[src/logic/exi_pkg.sv]
`default_nettype none

package exi_pkg;

    // number of external interrupt inputs handled here
    localparam int EXI_NUM = 5;

    // bit positions of the inputs inside every five-bit vector
    localparam int EXI_POS_ZERO = 0;
    localparam int EXI_POS_ONE = 1;
    localparam int EXI_POS_TWO = 2;
    localparam int EXI_POS_THREE = 3;
    localparam int EXI_POS_FOUR = 4;

    // pins idle high, so the sampled levels reset high and no edge is seen at release
    localparam logic [4:0] EXI_LEVEL_RESET = 5'h1F;
    localparam logic [4:0] EXI_FLAG_RESET = 5'h00;
    localparam logic [2:0] EXI_INDEX_RESET = 3'h0;
    localparam logic [2:0] EXI_INDEX_LAST = 3'h4;
    localparam logic EXI_BIT_RESET = 1'b0;

    // inputs one to four may end power-down
    localparam logic [4:0] EXI_WAKE_CAPABLE = 5'h1E;
    // only inputs zero and one own a trigger-select bit
    localparam logic [4:0] EXI_SELECTABLE = 5'h03;
    // one-hot seed for decoding an acknowledged index
    localparam logic [4:0] EXI_ONE_HOT_BASE = 5'h01;

    // power sequencing states, one-hot
    typedef enum logic [2:0] {
        EXI_RUN = 3'h1,
        EXI_SLEEP = 3'h2,
        EXI_WAKE = 3'h4
    } exi_power_t;

    // static control levels from the core
    typedef struct packed {
        logic [4:0] enable;
        logic global_enable;
        logic trigger_select_zero;
        logic trigger_select_one;
        logic power_down;
    } exi_ctrl_t;

    // service strobes from the core
    typedef struct packed {
        logic [4:0] clear;
        logic ack;
    } exi_service_t;

    // everything the block reports
    typedef struct packed {
        logic [4:0] level;
        logic [4:0] edge_event;
        logic [4:0] pending;
        logic [4:0] overrun;
        logic request;
        logic [2:0] index;
        logic wake;
        logic asleep;
    } exi_status_t;

    typedef struct packed {
        logic [4:0] first;
        logic [4:0] second;
    } exi_sync_state_t;

    typedef struct packed {
        logic [4:0] prev;
        logic [4:0] pulse;
    } exi_detect_state_t;

    typedef struct packed {
        exi_power_t power;
        logic [4:0] pending;
        logic [4:0] overrun;
        logic [4:0] edge_event;
        logic request;
        logic [2:0] index;
        logic wake;
    } exi_state_t;

endpackage

`default_nettype wire

[src/logic/exi_sync.sv]
`timescale 1ns/1ns
`default_nettype none

module exi_sync
    import exi_pkg::*;
(
    // clock and reset
    input wire logic i_clk_sys,
    input wire logic i_rst_n,
    // raw pins
    input wire logic [4:0] i_pin,
    // synchronised levels
    output logic [4:0] o_level
);

    exi_sync_state_t state;
    exi_sync_state_t next_state;

    // the first stage feeds only the second stage, to let metastability settle
    always_comb
    begin
        next_state = state;
        next_state.first = i_pin;
        next_state.second = state.first;
    end

    always_ff @(posedge i_clk_sys or negedge i_rst_n)
    begin
        if (!i_rst_n)
        begin
            state.first <= EXI_LEVEL_RESET;
            state.second <= EXI_LEVEL_RESET;
        end
        else
        begin
            state <= next_state;
        end
    end

    assign o_level = state.second;

endmodule

`default_nettype wire

[src/logic/exi_detect.sv]
`timescale 1ns/1ns
`default_nettype none

module exi_detect
    import exi_pkg::*;
(
    // clock and reset
    input wire logic i_clk_sys,
    input wire logic i_rst_n,
    // synchronised levels and per-input edge mode
    input wire logic [4:0] i_level,
    input wire logic [4:0] i_both,
    // one-cycle qualifying edge pulses
    output logic [4:0] o_pulse
);

    exi_detect_state_t state;
    exi_detect_state_t next_state;
    logic [4:0] fall;
    logic [4:0] rise;
    logic [4:0] hit;

    // a falling edge always qualifies; a rising one only in both-edge mode
    for (genvar g = 0; g < EXI_NUM; g++)
    begin : g_bit
        assign fall[g] = state.prev[g] & ~i_level[g];
        assign rise[g] = ~state.prev[g] & i_level[g];
        assign hit[g] = fall[g] | (i_both[g] & rise[g]);
    end

    always_comb
    begin
        next_state = state;
        next_state.prev = i_level;
        next_state.pulse = hit;
    end

    always_ff @(posedge i_clk_sys or negedge i_rst_n)
    begin
        if (!i_rst_n)
        begin
            state.prev <= EXI_LEVEL_RESET;
            state.pulse <= EXI_FLAG_RESET;
        end
        else
        begin
            state <= next_state;
        end
    end

    assign o_pulse = state.pulse;

endmodule

`default_nettype wire

[src/logic/exi_edge_detect.sv]
`timescale 1ns/1ns
`default_nettype none

// Contract
// - Select bit zero at 1: input zero requests only on falling edges.
// - Select bit zero at 0: input zero requests on rising and falling edges.
// - Select bit one at 1: input one requests only on falling edges.
// - Select bit one at 0: input one requests on rising and falling edges.
// - An enabled interrupt on input one wakes the device from power-down.
// - Input two has no select bit and requests on falling edges only.
// - Input three has no select bit and requests on falling edges only.
// - An enabled interrupt on input three wakes the device from power-down.
// - Input four has no select bit and requests on falling edges only.
// - An enabled interrupt on input four wakes the device from power-down.
module exi_edge_detect
    import exi_pkg::*;
(
    // clock and reset
    input wire logic i_clk_sys,
    input wire logic i_rst_n,
    // interrupt pins, asynchronous to the system clock
    input wire logic i_ext_irq_in_zero,
    input wire logic i_ext_irq_in_one,
    input wire logic i_ext_irq_in_two,
    input wire logic i_ext_irq_in_three,
    input wire logic i_ext_irq_in_four,
    // control levels and service strobes from the core
    input wire exi_ctrl_t i_ctrl,
    input wire exi_service_t i_service,
    // status toward the core
    output exi_status_t o_status
);

    // gathered pins, lowest index is input zero
    logic [4:0] pins;
    // synchronised pin levels
    logic [4:0] level;
    // per-input both-edge mode
    logic [4:0] both;
    // one-cycle qualifying edge pulses
    logic [4:0] detect;
    // mask of flags cleared this cycle
    logic [4:0] clear_mask;
    // decoded acknowledge of the granted input
    logic [4:0] ack_mask;
    // flags that may be granted after this cycle
    logic [4:0] armed;
    // enabled flags able to end power-down
    logic [4:0] wake_source;
    // winning index of the priority search
    logic [2:0] grant;
    logic found;

    exi_state_t state;
    exi_state_t next_state;

    assign pins[EXI_POS_ZERO] = i_ext_irq_in_zero;
    assign pins[EXI_POS_ONE] = i_ext_irq_in_one;
    assign pins[EXI_POS_TWO] = i_ext_irq_in_two;
    assign pins[EXI_POS_THREE] = i_ext_irq_in_three;
    assign pins[EXI_POS_FOUR] = i_ext_irq_in_four;

    // two flops per pin before anything looks at the level
    exi_sync u_sync
    (
        .i_clk_sys(i_clk_sys),
        .i_rst_n(i_rst_n),
        .i_pin(pins),
        .o_level(level)
    );

    // edge mode per input; inputs without a select bit stay falling-only
    always_comb
    begin
        both = EXI_FLAG_RESET;
        both[EXI_POS_ZERO] = ~i_ctrl.trigger_select_zero;
        both[EXI_POS_ONE] = ~i_ctrl.trigger_select_one;
        both[EXI_POS_TWO] = 1'b0;
        both[EXI_POS_THREE] = 1'b0;
        both[EXI_POS_FOUR] = 1'b0;
        both = both & EXI_SELECTABLE;
    end

    // edge detection on the synchronised levels
    exi_detect u_detect
    (
        .i_clk_sys(i_clk_sys),
        .i_rst_n(i_rst_n),
        .i_level(level),
        .i_both(both),
        .o_pulse(detect)
    );

    // an acknowledge clears only the input that was actually granted
    always_comb
    begin
        ack_mask = EXI_FLAG_RESET;
        if (i_service.ack && state.request)
        begin
            ack_mask = EXI_ONE_HOT_BASE << state.index;
        end
    end

    assign clear_mask = i_service.clear | ack_mask;

    // wake only from inputs that are enabled and wake-capable
    assign wake_source = state.pending & i_ctrl.enable & EXI_WAKE_CAPABLE
        & {EXI_NUM{i_ctrl.global_enable}};

    // flag update, priority search and power sequencing
    always_comb
    begin
        next_state = state;
        grant = EXI_INDEX_RESET;
        found = 1'b0;

        // pulses are re-registered so the core sees them beside the flags
        next_state.edge_event = detect;

        // a new edge beats a clear in the same cycle, so no event is lost
        next_state.pending = (state.pending & ~clear_mask) | detect;

        // an edge landing on a flag still set is recorded as an overrun
        next_state.overrun = (state.overrun & ~i_service.clear)
            | (detect & state.pending);

        // request follows the updated flags so an acknowledge drops it at once
        armed = next_state.pending & i_ctrl.enable
            & {EXI_NUM{i_ctrl.global_enable}};

        // fixed priority, input zero highest; search from the top down
        for (int i = EXI_NUM - 1; i >= 0; i--)
        begin
            if (armed[i])
            begin
                grant = i[2:0];
                found = 1'b1;
            end
        end
        next_state.request = found;
        next_state.index = found ? grant : state.index;

        // power-down sequencing; the system clock is assumed to keep running
        // here, the clock gating itself sits outside this block
        case (state.power)
            EXI_RUN:
            begin
                next_state.wake = 1'b0;
                if (i_ctrl.power_down)
                begin
                    next_state.power = EXI_SLEEP;
                end
            end
            EXI_SLEEP:
            begin
                if (!i_ctrl.power_down)
                begin
                    next_state.power = EXI_RUN;
                end
                else if (|wake_source)
                begin
                    // hold wake until the core leaves power-down
                    next_state.power = EXI_WAKE;
                    next_state.wake = 1'b1;
                end
            end
            EXI_WAKE:
            begin
                if (!i_ctrl.power_down)
                begin
                    next_state.power = EXI_RUN;
                    next_state.wake = 1'b0;
                end
            end
            default:
            begin
                // an illegal code falls back to run, never stuck asleep
                next_state.power = EXI_RUN;
                next_state.wake = 1'b0;
            end
        endcase
    end

    always_ff @(posedge i_clk_sys or negedge i_rst_n)
    begin
        if (!i_rst_n)
        begin
            state.power <= EXI_RUN;
            state.pending <= EXI_FLAG_RESET;
            state.overrun <= EXI_FLAG_RESET;
            state.edge_event <= EXI_FLAG_RESET;
            state.request <= EXI_BIT_RESET;
            state.index <= EXI_INDEX_RESET;
            state.wake <= EXI_BIT_RESET;
        end
        else
        begin
            state <= next_state;
        end
    end

    // status fields come straight from flops, except asleep, which is decoded from the power state
    always_comb
    begin
        o_status.level = level;
        o_status.edge_event = state.edge_event;
        o_status.pending = state.pending;
        o_status.overrun = state.overrun;
        o_status.request = state.request;
        o_status.index = state.index;
        o_status.wake = state.wake;
        o_status.asleep = (state.power != EXI_RUN);
    end

endmodule

`default_nettype wire

[config.mk]
export PLATFORM = sky130hd
export DESIGN_NAME = exi_edge_detect
export DESIGN_NICKNAME = d
export VERILOG_FILES = /design/src/logic/exi_pkg.sv /design/src/logic/exi_sync.sv /design/src/logic/exi_detect.sv /design/src/logic/exi_edge_detect.sv
export SDC_FILE = /design/constraint.sdc
export NUM_CORES = 1
export LEC_CHECK = 0
export BUFFER_PORTS_ARGS = -buffer_cell sky130_fd_sc_hd__buf_4
export CAP_MARGIN = 20
export CORE_MARGIN = 2
export CORE_UTILIZATION = 52
export CTS_BUF_LIST = sky130_fd_sc_hd__clkbuf_16
export DETAILED_ROUTE_END_ITERATION = 10
export GPL_TIMING_DRIVEN = 0
export PLACE_DENSITY = 0.86
export SYNTH_ARGS = -nofsm -noshare
export SYNTH_HDL_FRONTEND = slang
export SYNTH_HIERARCHICAL = 1
export SYNTH_SLANG_ARGS = --single-unit
[constraint.sdc]
create_clock -name i_clk_sys -period 2 [get_ports i_clk_sys]
set_input_delay 0.4 -clock i_clk_sys [delete_from_list [all_inputs] [get_ports i_clk_sys]]
set_output_delay 0.4 -clock i_clk_sys [all_outputs]
set_load 0.1 [all_outputs]
==> run metrics, run 1 <==
layout net count=approximately 240; Rel. slew slack=65.6%; clk sinks=43; fraction of registers with async set/reset=100%; crit start category=register; met3 Usage GRT=4.75%; FF-to-FF setup slack=roughly 0.34 ns; Finished Cell Area=roughly 2400 um^2; Die Width=63.8 um; Clock Pin Slew Worst Setup and Hold Paths=0.05 ns; Initial Util=54.8%; Final Max Slew Viols=0; Cell Area, Synth=between 1500 and 2000 um^2; Final Core Density=71.1%; fin crit period=1.80 ns; count of cell types in the netlist=36; fraction of layout cells with a size suffix above 1=45.2%; synth top area cells=dfrtp_1, dfstp_2, buf_4, nand2_1, inv_1; Leak=roughly 1.2 nW; clk_skew=0.00710 ns; worst hold margin=0.100 ns; CTS hold repair buffers=0; Via density=4.74; Pwr Total=0.00261 W; final setup fails=0; met1 Use GR=23.5%; CTS buffer count=5; sequential area share after synthesis=59.0%; required time of the critical path=~1.6 ns; port bufs=47; routed via count=1247; pwr dens=1080 nW/um^2; area share of the largest cell type after synthesis=36.4%; final hold vios=0; Die Y=roughly 64 um; commonest non-fill, non-tap cells in the layout=buf_4, dfrtp_1, dfstp_2; Core ar.=3390 um^2; HPWL after DPL=2.17 mm; CP max FO=7; Max-cap violations=0; PostCTS Resize Cnt=0; antenna cells=0; synth warn=6; WL/cell=11.8 um; Seq pwr share=between 30 and 40%; synthesized flop and latch total=43; first-pass GRT wire length=5.42 mm; Most used DFF post-synth=dfrtp_1; worst path arrival time=1.40 ns; antenna violations before repair=0; commonest non-fill, non-tap cell in the layout=buf_4; RSZ-0062 raised after global routing=false; cell count after synthesis=between 150 and 200; largest net degree at the start of global routing=44; Area after DPL=roughly 2300 um^2; Clk pwr share=28.2%; DRT antenna net count=0; setup tns final=0 ns; met2 usage=25.8%; CTS tree=done; Hold Crit Class=input port to async pin; die area=4060 um^2; # H-tree levels=2; final worst path period share=roughly 90%; total setup buffers inserted after CTS=0; Clock Latency Late Sink=roughly 0.28 ns; status=complete, no violations; drt pass-1 iters=4; DR iter-0 viols=66; Slew @ Worst Pin=between 0.5 and 0.6 ns; Post-synth EDFFs=0; Psw=roughly 0.00095 W; CP Class=register to output port; Synth area leader=dfrtp_1; clock buffer depth=2; P&R area growth vs syn=29.9%; Sw Share=a little over a third; drc violations=0; GRT Total Usage=between 15 and 20%; Clock Root Buffer=clkbuf_16; CP endpoint kind=output port; placement row count=21; Synth Area per Inst=11.6 um^2; Int Power=0.00166 W; busiest grt layer=met2; vias in the first global route=1222; num ports=48; global route overflow=0; Gate power share=32.5%; routability cong.=around 0.83; WL final=around 3.1 mm; Fmax=555 MHz; Worst VDD drop=0.000705 V
==> synth_stat cells (3+ instances only) <==
master	instances
nand2_1	15
o211ai_1	3
nor3_1	3
a21o_1	4
dfrtp_1	27
dfstp_2	16
o21ai_0	8
buf_4	25
inv_1	13
nor2b_1	6
nand2b_1	6
mux2i_1	4
==> state kept, by name, summed over array words and instances, names as in the netlist <==
register and flops:
o_status 20, u_detect/o_pulse 5, u_detect/state 5, u_sync/next_state 5, u_sync/o_level 5, state 3
==> metal layers <==
layer | part of all wire (%) | routed length (um) | vias up
li1 | - | - | 629
met1 | 45 | 1400 | 570
met2 | 46 | 1440 | 37
met3 | 6.0 | 185 | 11
met4 | 2.7 | 84 | 0
met5 | 0 | 0 | -
==> area by class of cell <==
class | instances | area [um^2]
Clock buffer | 5 | 125
Multi-Input combinational cell | 80 | 528
Tap cell | 46 | 57.6
Timing Repair Buffer | 47 | 353
Clock inverter | 3 | 11.3
Buffer | 26 | 191
Fill cell | 245 | 978
Sequential cell | 43 | 1100
Inverter | 13 | 48.8
==> through the flow <==
step	std cells	setup WS [ns]
finish	263	0.199
detailed placement	255	0.345
global route	263	0.0963
global placement	255	0.360
CTS	263	0.199
floorplan	162	0.287
==> worst paths after layout <==
path                                       from                   end  cells past startpoint
setup / recovery                      state[20]           o_status[0]                      3
hold / removal                          i_rst_n   u_detect/o_pulse[0]                      1
setup reg to reg                    o_status[2]           o_status[4]                      5
hold reg to reg            u_sync/next_state[2]     u_sync/o_level[2]                      0
max in group asynchronous               i_rst_n     u_detect/state[7]                      1
min in group i_clk_sys       i_ext_irq_in_three  u_sync/next_state[3]                      1
==> worst max-delay path, stage by stage (launching register included) <==
cell and delay (ns):
dfstp_2 0.59, nor2b_1 0.22, nand2b_1 0.08, buf_4 0.23
==> power groups by stage <==
stage	Combinational (W)	Clock, W	Sequential [W]
2_1_floorplan	0.000638	0	0.00106
3_3_place_gp	0.000839	0	0.00103
3_5_place_dp	0.000845	0	0.00104
4_1_cts	0.000852	0.000761	0.00102
5_1_grt	0.000893	0.000797	0.00104
6_report	0.000847	0.000736	0.00102
==> cells by family after synthesis <==
| family | synth area share [%] |
|---|---|
| AOI/OAI and AO/OA | 11.8 |
| buffers and inverters | 12.9 |
| and+or+nand+nor | 13.9 |
| other | 0.202 |
| DFF | 59.0 |
| muxes | 2.16 |
Note: power is estimated with default switching activity, not from simulation.
==> run 2: changes to the inputs <==
--- a/config.mk
+++ b/config.mk
@@ -5,14 +5,16 @@
 export SDC_FILE = /design/constraint.sdc
 export NUM_CORES = 1
 export LEC_CHECK = 0
-export BUFFER_PORTS_ARGS = -buffer_cell sky130_fd_sc_hd__buf_4
+export ABC_AREA = 1
 export CAP_MARGIN = 20
 export CORE_MARGIN = 2
-export CORE_UTILIZATION = 52
+export CORE_UTILIZATION = 61
 export CTS_BUF_LIST = sky130_fd_sc_hd__clkbuf_16
 export DETAILED_ROUTE_END_ITERATION = 10
+export DONT_BUFFER_PORTS = 1
 export GPL_TIMING_DRIVEN = 0
-export PLACE_DENSITY = 0.86
+export PLACE_DENSITY = 0.84
+export SLEW_MARGIN = 20
 export SYNTH_ARGS = -nofsm -noshare
 export SYNTH_HDL_FRONTEND = slang
 export SYNTH_HIERARCHICAL = 1
==> run metrics, run 2 <==
count of cell types in the netlist=24; crit-path max cell delay=0.53 ns; Hold Crit Class=input port to register; synth top area cells=dfrtp_1, dfstp_2, buf_4, nand2_1, inv_1; WL final=3.06 mm; Worst Hold Launch=i_ext_irq_in_zero; routability cong.=~0.74; die area=3580 um^2; Core ar.=around 3000 um^2; global route overflow=0; placement row count=20; WL/cell=approximately 13 um; CTS buffer count=5; largest net degree at the start of global routing=44; fraction of registers with async set/reset=100%; Worst VDD drop=0.000829 V; port bufs=0; status=complete, no violations; clk sinks=43; FF-to-FF setup slack=0.50 ns; pwr dens=1250 nW/um^2; drc violations=0; Final Core Density=70.5%; most frequent cell after synthesis=nand2_1; Cell Area, Synth=1900 um^2; Clock Pin Slew Worst Setup and Hold Paths=0.06 ns; hold path cells=0; clock buffer depth=2; final setup fails=0; RSZ-0062 raised after global routing=false; crit start category=register; final worst path period share=87.6%; number of cells on the worst reg-to-reg path=4; Synth Area per Inst=~9.7 um^2; Leak=between 1 and 1.5 nW; Final Max Slew Viols=0; final hold vios=0; Initial Util=63.3%; fraction of layout cells with a size suffix above 1=32.1%; Rel. slew slack=63.9%; # H-tree levels=2; required time of the critical path=between 1.5 and 2 ns; DP Worst Slack=between 0.5 and 0.6 ns; fin crit period=1.75 ns; cell chain of the critical path=nor3b_1 -> inv_2; CP max-delay cell=dfstp_2; Largest register FFs=20; Synth area leader=dfrtp_1; DR iter-0 viols=58; worst path arrival time=1.35 ns; Reg-to-Reg Start=state[20]; layout net count=230; CP max FO=5; GRT Total Usage=20.1%; sequential area share after synthesis=~58%; P&R area growth vs syn=11.4%; Max-cap violations=0; commonest non-fill, non-tap cells in the layout=nand2_1, inv_1, dfrtp_1; Via density=4.93; Hold EP=u_sync/next_state[0]; antenna violations before repair=0; Clock Root Buffer=clkbuf_16; first-pass GRT wire length=5.15 mm; Die Width=59.8 um; total setup buffers inserted after CTS=0; Slew @ Worst Pin=0.541 ns; vias in the first global route=around 1300; routed via count=1193; worst r2r dst=state[21]; CTS tree=done; DRT antenna net count=0; Post-synth EDFFs=0; commonest non-fill, non-tap cell in the layout=nand2_1; antenna cells=0; num ports=48; drt pass-1 iters=5; clk_skew=0.00418 ns; CP endpoint kind=output port; cell count after synthesis=about 200; PostCTS Resize Cnt=0; CP Class=register to output port; synth warn=6; synthesized flop and latch total=43; min setup slack post-route=0.249 ns; Die Y=around 60 um; Most used DFF post-synth=dfrtp_1; leading cell types by count after synthesis=nand2_1, inv_1, dfrtp_1; setup tns final=0 ns; area share of the largest cell type after synthesis=a little over a third; Clock Latency Late Sink=approximately 0.28 ns; HPWL after DPL=around 2.2 mm; Fmax=approximately 570 MHz
==> run 2: cell types whose count changed in the layout (fill, tap and decap cells not counted), moves of 7 or more <==
cell and delta:
buf_4 -47, nand2_1 +23, inv_1 +20, nor2_1 +13
nand3_1 +8, nand2_2 +7, o21ai_0 -7
==> run 2: worst max path at each step <==
stage | startpoint | to | slack, ns | cells past startpoint
final | state[20] | o_status[0] | 0.25 | 2
after detailed placement | state[20] | state[21] | 0.55 | 4
after global placement | state[20] | state[21] | 0.58 | 4
after CTS | state[20] | o_status[0] | 0.24 | 2
after global routing | state[20] | o_status[0] | 0.18 | 2
after floorplan | state[20] | state[21] | 0.62 | 4
==> run 2: per-stage QoR <==
step	hold slack (ns)	power [W]	instance area, um^2	cells
final	0.115	0.00266	2120	242
after global routing	0.0989	0.00278	2120	242
after CTS	0.107	0.00268	2120	242
after detailed placement	0.105	0.00190	1950	232
after global placement	0.105	0.00187	1950	232
after floorplan	0.104	0.00184	1910	199
==> run 2: power by group <==
group	leakage [nW]	total [W]	switching, W	internal, W
clock network	0.0724	0.000748	0.000298	0.000450
registers	0.504	0.00109	0.000107	0.000985
logic	0.544	0.000817	0.000652	0.000164
==> run 2: worst max-delay path: cells and delay by family (launching register included) <==
family	cells	cell delay (ns)
flip-flops	1	0.53
buffers and inverters	1	0.28
AND/OR/NAND/NOR	1	0.25
==> run 2: metal layers <==
metal	track usage, %	routed length [um]
met5	0	0
met2	34.3	1620
met1	22.1	1200
met3	7.79	198
met4	8.57	44
==> run 2: cell families (layout without fill, tap and decap cells) <==
group | Yosys count | count (layout) | synth area share (%)
and+or+nand+nor | 77 | 77 | 20.1
buffers and inverters | 63 | 73 | 17.4
DFF | 43 | 43 | 57.6
AOI/OAI and AO/OA | 13 | 13 | 4.67
other | 1 | 3 | 0.197
==> run 2: repair_timing <==
| action | in CTS | in global routing |
|---|---|---|
| hold buffers | 2 | 0 |
| endpoints found under the hold margin | 43 | 0 |
| setup endpoints to repair | 0 | 0 |
==> run 2: cell type report <==
class                   count  area, um^2
clock buffers               5         125
multi-input cells          93         483
repair buffers              2        30.0
inverters                  38         143
plain buffers              25         188
clock inverters             3        12.5
well taps                  33        41.3
fillers                   226         885
flip-flops and latches     43        1100
==> run 3: changes to the inputs <==
--- a/config.mk
+++ b/config.mk
@@ -9,11 +9,11 @@
 export CAP_MARGIN = 20
 export CORE_MARGIN = 2
 export CORE_UTILIZATION = 61
-export CTS_BUF_LIST = sky130_fd_sc_hd__clkbuf_16
+export CTS_BUF_LIST = sky130_fd_sc_hd__clkbuf_4
 export DETAILED_ROUTE_END_ITERATION = 10
 export DONT_BUFFER_PORTS = 1
 export GPL_TIMING_DRIVEN = 0
-export PLACE_DENSITY = 0.84
+export PLACE_DENSITY = 0.89
 export SLEW_MARGIN = 20
 export SYNTH_ARGS = -nofsm -noshare
 export SYNTH_HDL_FRONTEND = slang
==> run metrics, run 3 (synthesized netlist as in run 2, its figures left out) <==
CP endpoint kind=output port; Slew @ Worst Pin=0.543 ns; Final Core Density=a little over two thirds; final setup fails=0; setup tns final=0 ns; crit-path max cell delay=roughly 0.55 ns; num ports=48; clk sinks=43; clk_skew=about 0.004 ns; routability cong.=0.736; crit start category=register; die area=3580 um^2; DR iter-0 viols=31; P&R area growth vs syn=9.80%; final hold vios=0; Rel. slew slack=a little under two thirds; worst path arrival time=about 1.4 ns; Hold Crit Class=input port to register; Via density=roughly 4.8; status=complete, no violations; GRT Total Usage=18.4%; Core ar.=3000 um^2; commonest non-fill, non-tap cell in the layout=nand2_1; WL final=2.79 mm; Fmax=561 MHz; antenna cells=0; placement row count=20; Initial Util=63.3%; clock buffer depth=2; Die Width=between 50 and 60 um; HPWL after DPL=2.04 mm; WL/cell=11.3 um; Final Max Slew Viols=0; routed via count=1181; largest net degree at the start of global routing=44; port bufs=0; CP Class=register to output port; CTS tree=done; global route overflow=0; CTS buffer count=5; Leak=1.11 nW; layout net count=235; RSZ-0062 raised after global routing=false; commonest non-fill, non-tap cells in the layout=nand2_1, inv_1, dfrtp_1; CP max FO=5; pwr dens=1110 nW/um^2; vias in the first global route=1157; cell chain of the critical path=nor3b_1 -> inv_2; drc violations=0; fin crit period=around 1.8 ns; Die Y=approximately 60 um; Worst VDD drop=0.000570 V; Clock Root Buffer=clkbuf_4; Max-cap violations=0; DRT antenna net count=0; filler instances=233; Clock Pin Slew Worst Setup and Hold Paths=0.11 ns; antenna violations before repair=0; Clock Latency Late Sink=0.34 ns; CP max-delay cell=dfstp_2; final worst path period share=89.2%; drt pass-1 iters=3; Largest register FFs=20; required time of the critical path=1.60 ns; fraction of layout cells with a size suffix above 1=32.2%; total setup buffers inserted after CTS=0; first-pass GRT wire length=4.71 mm; # H-tree levels=2
[run 3: cell count changes in the layout (fill, tap and decap cells not counted)]
cell and change:
dlygate4sd3_1 +5, clkinv_1 -1, clkbuf_16 -5, clkbuf_4 +7, inv_1 -1
[run 3: cell type report]
cell class / count / area, um^2 / share of cell area (%)
repair buffers: 7 / 80.1 / 3.83
flip-flops and latches: 43 / 1100 / 52.5
inverters: 38 / 143 / 6.83
multi-input cells: 93 / 483 / 23.1
clock buffers: 7 / 52.6 / 2.52
well taps: 33 / 41.3 / 1.98
clock inverters: 1 / 5.00 / 0.240
plain buffers: 25 / 188 / 8.99
[run 3: power breakdown]
| part | switching, W | total, W | leakage (nW) | internal [W] |
|---|---|---|---|---|
| clock | 0.000255 | 0.000419 | 0.0361 | 0.000164 |
| combinational | 0.000645 | 0.000815 | 0.565 | 0.000171 |
| sequential | 0.000102 | 0.00108 | 0.504 | 0.000983 |
| total | 0.00100 | 0.00232 | 1.11 | 0.00132 |
[run 3: timing repair]
action,in CTS,in global routing
resized for setup,0,0
endpoints found under the hold margin,43,5
setup endpoints to repair,0,0
hold buffers,2,5
[run 3: path summary, 6_finish.rpt]
path | end | from | slack [ns] | cells after the start
hold reg to reg | u_sync/o_level[3] | u_sync/next_state[3] | 0.36 | 0
hold / removal | state[20] | i_ctrl[0] | 0.13 | 1
setup / recovery | o_status[0] | state[20] | 0.22 | 2
max in group asynchronous | state[20] | i_rst_n | 1.24 | 2
min in group asynchronous | o_status[13] | i_rst_n | 0.50 | 2
setup reg to reg | state[21] | state[20] | 0.54 | 4
[run 3: stage by stage]
stage,worst slack [ns],total power [W],cells,cell area (um^2),hold slack (ns)
final,0.216,0.00232,247,2090,0.126
after global routing,0.126,0.00244,247,2090,0.0913
after CTS,0.189,0.00234,242,2040,0.0134
after detailed placement,0.551,0.00189,232,1950,0.105
after global placement,0.569,0.00188,232,1950,0.105
after floorplan,0.616,0.00184,199,1910,0.104
[run 3: layer usage]
metal	up-vias	share of wire, %	GRT usage, %
met5	-	0	0
met4	0	2.9	9.84
met3	9	6.9	7.58
met2	31	48	29.2
met1	546	42	21.3
li1	595	-	-
[run 3: worst max-delay path, delay by kind of cell (launching register included)]
family / cells / cell delay [ns]
buf+inv: 1 / 0.27
simple gates: 1 / 0.22
flops: 1 / 0.55
